`config.mk`:
```
export PLATFORM = sky130hd
export DESIGN_NAME = overcurrent_fault_retry_ctrl
export DESIGN_NICKNAME = d
export VERILOG_FILES = /design/src/ocf_tick_gen.v /design/src/ocf_retry_ctrl.v
export VERILOG_INCLUDE_DIRS = /design/src
export SDC_FILE = /design/constraint.sdc
export NUM_CORES = 1
export LEC_CHECK = 0
export ABC_AREA = 1
export BUFFER_PORTS_ARGS = -buffer_cell sky130_fd_sc_hd__buf_2
export CAP_MARGIN = 30
export CORE_UTILIZATION = 65
export CTS_CLUSTER_SIZE = 30
export DETAILED_ROUTE_END_ITERATION = 12
export PLACE_DENSITY = 0.85
export RECOVER_POWER = 50
export SETUP_SLACK_MARGIN = 0.05
export SYNTH_ARGS = -nofsm -noshare
export SYNTH_HDL_FRONTEND = slang
export SYNTH_SLANG_ARGS = --single-unit
```
`constraint.sdc`:
```
create_clock -name clk_sys -period 3.74 [get_ports clk_sys]
set_clock_uncertainty 0.2 [all_clocks]
set_input_delay 1.122 -clock clk_sys [delete_from_list [all_inputs] [get_ports clk_sys]]
set_output_delay 1.122 -clock clk_sys [all_outputs]
set_load 0.02 [all_outputs]
```
`src/ocf_defs.vh`:
```
// Constants for the fast overcurrent fault response controller.
// Assumes inclusion by bare name from the design files only.
`ifndef OCF_DEFS_VH
`define OCF_DEFS_VH

// ----------------------------------------------------------------
// Register offsets (command codes)
// ----------------------------------------------------------------
`define OCF_FAULT_CFG_OFFSET     8'hC8
`define OCF_ACTION_OFFSET        8'hCA

// ----------------------------------------------------------------
// Field positions
// ----------------------------------------------------------------
`define OCF_MODE_HI              7
`define OCF_MODE_LO              6
`define OCF_RETRY_HI             5
`define OCF_RETRY_LO             3
`define OCF_DELAY_HI             2
`define OCF_DELAY_LO             0
`define OCF_UNIT_HI              3
`define OCF_UNIT_LO              2

// ----------------------------------------------------------------
// Field values and reset values
// ----------------------------------------------------------------
`define OCF_MODE_IGNORE          2'h0
`define OCF_MODE_RETRY           2'h3
`define OCF_RETRY_NONE           3'h0
`define OCF_RETRY_FOREVER        3'h7
`define OCF_ACTION_RESET         8'h00
`define OCF_FAULT_CFG_RESET      8'h00

// ----------------------------------------------------------------
// Timing
// ----------------------------------------------------------------
`define OCF_CLK_MHZ              125
`define OCF_UNIT_MS              1
`define OCF_CYC_PER_MS           (`OCF_UNIT_MS * `OCF_CLK_MHZ * 1000)

`endif

```
`src/ocf_tick_gen.v`:
```
// Time-unit tick generator: one pulse per selected delay unit.
// Assumes a free-running system clock and a restart request.
`timescale 1ns/100ps
`include "ocf_defs.vh"

module ocf_tick_gen
#(
    parameter CYC_PER_MS = `OCF_CYC_PER_MS
)
(
    input  wire       clk_sys,
    input  wire       rstn,
    input  wire       restart,   // Realign the unit on timer start
    input  wire [1:0] unit_sel,  // 1, 4, 16 or 256 ms per unit
    output reg        tick_ff    // One-cycle pulse per unit
);

    // ------------------------------------------------------------
    // Millisecond prescaler and unit counter
    // ------------------------------------------------------------
    reg  [31:0] ms_cnt_ff;       // Cycles within one ms
    reg  [7:0]  unit_cnt_ff;     // Whole ms within one unit
    reg  [7:0]  unit_last;       // Terminal ms count
    wire        ms_end;

    assign ms_end = (ms_cnt_ff == CYC_PER_MS - 1);

    // Unit length selection
    always @*
    begin
        case (unit_sel)
            2'h0:    unit_last = 8'h00;
            2'h1:    unit_last = 8'h03;
            2'h2:    unit_last = 8'h0F;
            default: unit_last = 8'hFF;
        endcase
    end

    // Counters; restart keeps the first unit a full unit long
    always @(posedge clk_sys or negedge rstn)
    begin
        if (!rstn)
        begin
            ms_cnt_ff   <= 32'h0;
            unit_cnt_ff <= 8'h00;
            tick_ff     <= 1'b0;
        end
        else if (restart)
        begin
            ms_cnt_ff   <= 32'h0;
            unit_cnt_ff <= 8'h00;
            tick_ff     <= 1'b0;
        end
        else
        begin
            tick_ff <= 1'b0;
            if (ms_end)
            begin
                ms_cnt_ff <= 32'h0;
                if (unit_cnt_ff >= unit_last)
                begin
                    unit_cnt_ff <= 8'h00;
                    tick_ff     <= 1'b1;
                end
                else
                    unit_cnt_ff <= unit_cnt_ff + 8'h01;
            end
            else
                ms_cnt_ff <= ms_cnt_ff + 32'h1;
        end
    end

endmodule

```
`src/ocf_retry_ctrl.v`:
```
// Fast overcurrent fault response controller with retry sequencing.
// Assumes a synchronous register write port and asynchronous fault pins.
`timescale 1ns/100ps
`include "ocf_defs.vh"

// Notes on behaviour
// - Any mode: set status bit, notify host
// - Mode 00: constant-current limiting forever
// - Mode 11: limit for delay, then retry
// - Retry 000: stay disabled until cleared
// - Retry 1..6: that many attempts, then off
// - Attempts spaced by delay times unit
// - Retry 111: retry until commanded off
// - Delay field means two-to-the-field units
// - Unit length from fault config register
// - Unit field: 1, 4, 16, 256 ms
module overcurrent_fault_retry_ctrl
#(
    parameter CYC_PER_MS = `OCF_CYC_PER_MS
)
(
    input  wire       clk_sys,
    input  wire       rstn,
    input  wire       reg_wr,           // Register write strobe
    input  wire [7:0] reg_addr,         // Command code
    input  wire [7:0] reg_wdata,        // Write data
    output reg  [7:0] reg_rdata_ff,     // Read data for reg_addr
    input  wire       fast_fault_pin,   // Fast overcurrent comparator
    input  wire       limiting_pin,     // Output still in current limit
    input  wire       run_cmd,          // Control pin / operation on
    input  wire       other_fault,      // Another fault shut us down
    input  wire       clear_fault,      // Fault clear pulse
    output reg        fault_status_ff,  // Sticky status bit
    output reg        host_alert_ff,    // Host notification level
    output reg        cc_limit_ff,      // Hold at current_limit_setpoint
    output reg        fast_limit_ff,    // Hold at fast_current_limit_setpoint
    output reg        output_en_ff,     // Power stage enable
    output reg  [2:0] attempts_ff       // Restart attempts made
);

    // ------------------------------------------------------------
    // States
    // ------------------------------------------------------------
    localparam [4:0] S_RUN     = 5'h01; // Normal regulation
    localparam [4:0] S_CC      = 5'h02; // Constant-current forever
    localparam [4:0] S_LIMIT   = 5'h04; // Fast limiting for delay
    localparam [4:0] S_WAIT    = 5'h08; // Off, waiting to retry
    localparam [4:0] S_LATCHED = 5'h10; // Off until cleared

    // ------------------------------------------------------------
    // Input synchronisers (two flops each)
    // ------------------------------------------------------------
    reg  [2:0] sync1_ff;                // First stage, read only below
    reg  [2:0] sync2_ff;                // Second stage
    wire       fault_s;
    wire       limit_s;
    wire       run_s;

    always @(posedge clk_sys or negedge rstn)
    begin
        if (!rstn)
        begin
            sync1_ff <= 3'h0;
            sync2_ff <= 3'h0;
        end
        else
        begin
            sync1_ff <= {run_cmd, limiting_pin, fast_fault_pin};
            sync2_ff <= sync1_ff;
        end
    end

    assign fault_s = sync2_ff[0];
    assign limit_s = sync2_ff[1];
    assign run_s   = sync2_ff[2];

    // ------------------------------------------------------------
    // Registers
    // ------------------------------------------------------------
    reg  [7:0] action_ff;               // fast_overcurrent_fault_action
    reg  [7:0] fault_cfg_ff;            // Fault config, unit fields

    always @(posedge clk_sys or negedge rstn)
    begin
        if (!rstn)
        begin
            action_ff    <= `OCF_ACTION_RESET;
            fault_cfg_ff <= `OCF_FAULT_CFG_RESET;
        end
        else if (reg_wr)
        begin
            if (reg_addr == `OCF_ACTION_OFFSET)
                action_ff <= reg_wdata;
            if (reg_addr == `OCF_FAULT_CFG_OFFSET)
                fault_cfg_ff <= reg_wdata;
        end
    end

    // Read mux; unmapped codes read zero
    always @(posedge clk_sys or negedge rstn)
    begin
        if (!rstn)
            reg_rdata_ff <= 8'h00;
        else if (reg_addr == `OCF_ACTION_OFFSET)
            reg_rdata_ff <= action_ff;
        else if (reg_addr == `OCF_FAULT_CFG_OFFSET)
            reg_rdata_ff <= fault_cfg_ff;
        else
            reg_rdata_ff <= 8'h00;
    end

    wire [1:0] mode  = action_ff[`OCF_MODE_HI:`OCF_MODE_LO];
    wire [2:0] retry = action_ff[`OCF_RETRY_HI:`OCF_RETRY_LO];
    wire [2:0] dly   = action_ff[`OCF_DELAY_HI:`OCF_DELAY_LO];

    // ------------------------------------------------------------
    // Delay timer in units
    // ------------------------------------------------------------
    reg  [4:0] state_ff;
    reg  [4:0] nxt_state;
    reg  [7:0] unit_cnt_ff;             // Units elapsed
    reg        timer_start;
    wire       tick;
    wire [7:0] dly_units;
    wire       dly_done;
    wire       stop;

    assign dly_units = 8'h01 << dly;
    assign dly_done  = tick && (unit_cnt_ff + 8'h01 >= dly_units);
    // Command off or another fault ends any sequence
    assign stop      = !run_s || other_fault;

    ocf_tick_gen #(.CYC_PER_MS(CYC_PER_MS)) u_tick
    (
        .clk_sys  (clk_sys),
        .rstn     (rstn),
        .restart  (timer_start),
        .unit_sel (fault_cfg_ff[`OCF_UNIT_HI:`OCF_UNIT_LO]),
        .tick_ff  (tick)
    );

    always @(posedge clk_sys or negedge rstn)
    begin
        if (!rstn)
            unit_cnt_ff <= 8'h00;
        else if (timer_start)
            unit_cnt_ff <= 8'h00;
        else if (tick)
            unit_cnt_ff <= unit_cnt_ff + 8'h01;
    end

    // ------------------------------------------------------------
    // Response state machine
    // ------------------------------------------------------------
    always @*
    begin
        nxt_state   = state_ff;
        timer_start = 1'b0;
        case (state_ff)
            S_RUN:
            begin
                // No fast limiting while commanded off or another fault holds us off
                if (fault_s && !stop)
                begin
                    timer_start = 1'b1;
                    if (mode == `OCF_MODE_IGNORE)
                        nxt_state = S_CC;
                    else if (mode == `OCF_MODE_RETRY)
                        nxt_state = S_LIMIT;
                end
            end
            S_CC:
            begin
                // Stays limiting until current falls or output off
                if (stop || !fault_s)
                    nxt_state = S_RUN;
            end
            S_LIMIT:
            begin
                if (stop)
                    nxt_state = S_RUN;
                else if (dly_done)
                begin
                    timer_start = 1'b1;
                    if (!limit_s)
                        nxt_state = S_RUN;
                    else if (retry == `OCF_RETRY_NONE)
                        nxt_state = S_LATCHED;
                    else if (retry != `OCF_RETRY_FOREVER &&
                             attempts_ff >= retry)
                        nxt_state = S_LATCHED;
                    else
                        nxt_state = S_WAIT;
                end
            end
            S_WAIT:
            begin
                // Restart after one delay period
                if (stop)
                    nxt_state = S_RUN;
                else if (dly_done)
                begin
                    timer_start = 1'b1;
                    nxt_state   = S_LIMIT;
                end
            end
            S_LATCHED:
            begin
                if (clear_fault || stop)
                    nxt_state = S_RUN;
            end
            default:
                nxt_state = S_RUN;
        endcase
    end

    always @(posedge clk_sys or negedge rstn)
    begin
        if (!rstn)
        begin
            state_ff    <= S_RUN;
            attempts_ff <= 3'h0;
        end
        else
        begin
            state_ff <= nxt_state;
            if (nxt_state == S_RUN || state_ff == S_RUN)
                attempts_ff <= 3'h0;
            else if (state_ff == S_WAIT && nxt_state == S_LIMIT &&
                     attempts_ff != 3'h7)
                attempts_ff <= attempts_ff + 3'h1;
        end
    end

    // ------------------------------------------------------------
    // Outputs, status and notification
    // ------------------------------------------------------------
    always @(posedge clk_sys or negedge rstn)
    begin
        if (!rstn)
        begin
            fault_status_ff <= 1'b0;
            host_alert_ff   <= 1'b0;
            cc_limit_ff     <= 1'b0;
            fast_limit_ff   <= 1'b0;
            output_en_ff    <= 1'b0;
        end
        else
        begin
            // Set wins over a clear in the same cycle
            if (fault_s)
            begin
                fault_status_ff <= 1'b1;
                host_alert_ff   <= 1'b1;
            end
            else if (clear_fault)
            begin
                fault_status_ff <= 1'b0;
                host_alert_ff   <= 1'b0;
            end
            cc_limit_ff   <= (nxt_state == S_CC);
            fast_limit_ff <= (nxt_state == S_LIMIT);
            output_en_ff  <= run_s && !other_fault &&
                             (nxt_state != S_WAIT) &&
                             (nxt_state != S_LATCHED);
        end
    end

endmodule

```
==> impl_metrics.tcl <==
set metrics [dict create \
    pin_count 40 \
    syn_area_sq_um 5360 \
    synth_top_area_share_pct 42.0 \
    hpwl_um 9680 \
    worstPathArrival_ns 3.11 \
    synth_seq_cells 91 \
    fmax_mhz 331 \
    synthTopCellsByArea "dfrtp_1, nand2_1, inv_1, ha_1, nand3_1" \
    slew_headroom_pct 16.9 \
    route.detailed.wl_per_inst_um 15.5 \
    clock_latency_ns 0.36 \
    h-tree-depth 3 \
    max_cap_violations 0 \
    cp_slowest_cell "dfrtp_1" \
    cts_tree "yes" \
    ant_nets 0 \
    postLayoutSetupSlackWorst_ns 0.715 \
    worst_pin_slew_ns 1.25 \
    area_delta_synth_final_pct 8.57 \
    via_per_inst 5.80 \
    seq_area_frac_synth_pct 42.5 \
    die_h_um 92.8 \
    max_stage_delay_ns 0.41 \
    total_power_mw 2.27 \
    grt_pass1_vias 4456 \
    drtIter0Drc 405 \
    fin_util_pct 74.2 \
    final_area_sq_um 5820 \
    ir_worst_vdd_mv 0.296 \
    status "completed" \
    cp_num_buf_inv 2 \
    required_ns 3.82 \
    rows 32 \
    grt_pass1_wl_um 21400 \
    grt.total_usage_pct 32.1 \
    drive_gt1_share_pct 13.6 \
    fp.dieW_um 92.8 \
    antenna_cells 0 \
    finalCritPeriodShare_pct 80.9 \
    yosys_warnings 0 \
    worst-path-stages 16 \
    ff2ff_path_depth 16 \
    dp_slack_ns 0.733 \
    fin_cells 815 \
    crit_path_end_kind "flop" \
    port_buffers 39 \
    synth_top_area_cell "dfrtp_1" \
    firstDrtPassIters 5 \
    vias 4725 \
    crit_chain "nand2_1, inv_1, nand4_1, nand3b_1, xnor2_1, ha_1, a21o_1, nor2_1, nand2_1, nand2_2, nor2_4, nand2_1, nand2_4, inv_4, nand2_2, nor2_1" \
    antenna_found_initial 0 \
    synth.distinct_cells 40 \
    clkSinkCount 91 \
    start_kind "flop" \
    clock_path_buffers 2 \
    worstSetupPathType "reg -> reg" \
    rsz0062_at_grt "no" \
    nets 756 \
    placed_area_sq_um 5640 \
    hold_viol 0 \
    post-cts-setup-buffer-count 0 \
    min_path_cells 0 \
    gp_congestion 0.919 \
    syn_nets 714 \
    root_buffer "clkbuf_8" \
    cpMostUsedCell "nand2_1" \
    power_density_nw_per_um2 391 \
    avgSynthCellArea_sq_um 8.05 \
    worstHoldPathType "reg -> reg" \
    cts-buffers-inserted 9 \
    dp.cells 799 \
    core_area_sq_um 7850 \
    cts.clk_slew.worst_paths_ns 0.08 \
    synth_cells 666 \
    grt_start_max_net_pins 50 \
    slew_viol_final 0 \
    setup_violations 0 \
    setup-tns-final_ns 0 \
    grt-ovfl-total 0 \
    holdBufCountCts 0 \
    p_leak_nw 2.87 \
    dieArea_sq_um 8610 \
    route.detailed.drc 0 \
    drt-total-wl_um 12700 \
    path_max_fanout 35 \
    initial_utilization_pct 68.3 \
    ctsResizeCount 0 \
    whs_ns 0.154 \
    crit_family "simple AND/OR/NAND/NOR gates" \
    period_minus_slack_ns 3.02 \
]
sequential cells by signal, indices dropped and copies added, names as in the netlist, 3 cells and up:
name                cells
u_tick.ms_cnt_ff       32
sync1_ff                3
attempts_ff             3
reg_rdata_ff            8
action_ff               8
unit_cnt_ff             8
sync2_ff                3
u_tick.unit_cnt_ff      8
fault_cfg_ff            8
state_ff                5
cells in the mapped netlist (all sizes together):
library cell and count:
a31oi 1, ha 24, o31ai 1, a21oi 12, nand3 62, o211ai 1, xnor2 4, nand4 24
xor2 32, a21o 2, o21ai 23, or2 2, o21a 1, nand2 141, nor2 90, nor4 10
dfstp 1, inv 91, nor3b 2, nor3 31, clkbuf 4, buf 5, nand3b 2, dfrtp 90
o22ai 10
final timing paths:
| kind | from | endpoint | slack (ns) |
|---|---|---|---|
| max reg2reg | unit_cnt_ff[2] | u_tick.ms_cnt_ff[1] | 0.72 |
| min in group asynchronous | rstn | u_tick.ms_cnt_ff[15] | 0.82 |
| max in group asynchronous | rstn | unit_cnt_ff[7] | 0.86 |
| max | unit_cnt_ff[2] | u_tick.ms_cnt_ff[1] | 0.72 |
| min | sync1_ff[2] | sync2_ff[2] | 0.15 |
| min reg2reg | sync1_ff[2] | sync2_ff[2] | 0.15 |
where the power goes:
part / total [mW] / internal (mW) / leakage, nW / switching [mW]
sequential: 1.15 / 1.06 / 1.23 / 0.0945
clock: 0.680 / 0.327 / 0.0987 / 0.353
combinational: 0.439 / 0.149 / 1.54 / 0.290
total: 2.27 / 1.54 / 2.87 / 0.737
cells in the final DEF, fill, tap and decap left out, drive strengths merged, types with 24 or more instances in the layout:
cell type	count
nand2	141
inv	92
dfrtp	90
nor2	90
nand3	62
buf	37
xor2	32
nor3	31
ha	24
nand4	24
metal layers:
| layer | global-route usage, % | wire length [um] | vias up | share of wire (%) |
|---|---|---|---|---|
| met5 | 0 | 0 | - | 0 |
| met4 | 11.9 | 260 | 0 | 2.1 |
| met3 | 6.24 | 836 | 27 | 6.6 |
| met2 | 48.3 | 5870 | 159 | 46 |
| met1 | 46.2 | 5700 | 2278 | 45 |
| li1 | - | - | 2261 | - |
logic make-up after synthesis:
kind of cell / synth area share (%)
and+or+nand+nor: 33.2
buffers and inverters: 7.56
DFF: 42.5
AOI/OAI and AO/OA: 5.25
xor gates and xnor gates: 5.88
adders and majority gates: 5.60
layout make-up:
cell class / instances / area [sq um]
fillers: 617 / 2030
clock inverters: 6 / 63.8
multi-input cells: 475 / 2670
flip-flops and latches: 91 / 2280
well taps: 102 / 128
inverters: 91 / 344
clock buffers: 10 / 138
repair buffers: 40 / 199
Note: power is estimated with default switching activity, not from simulation.
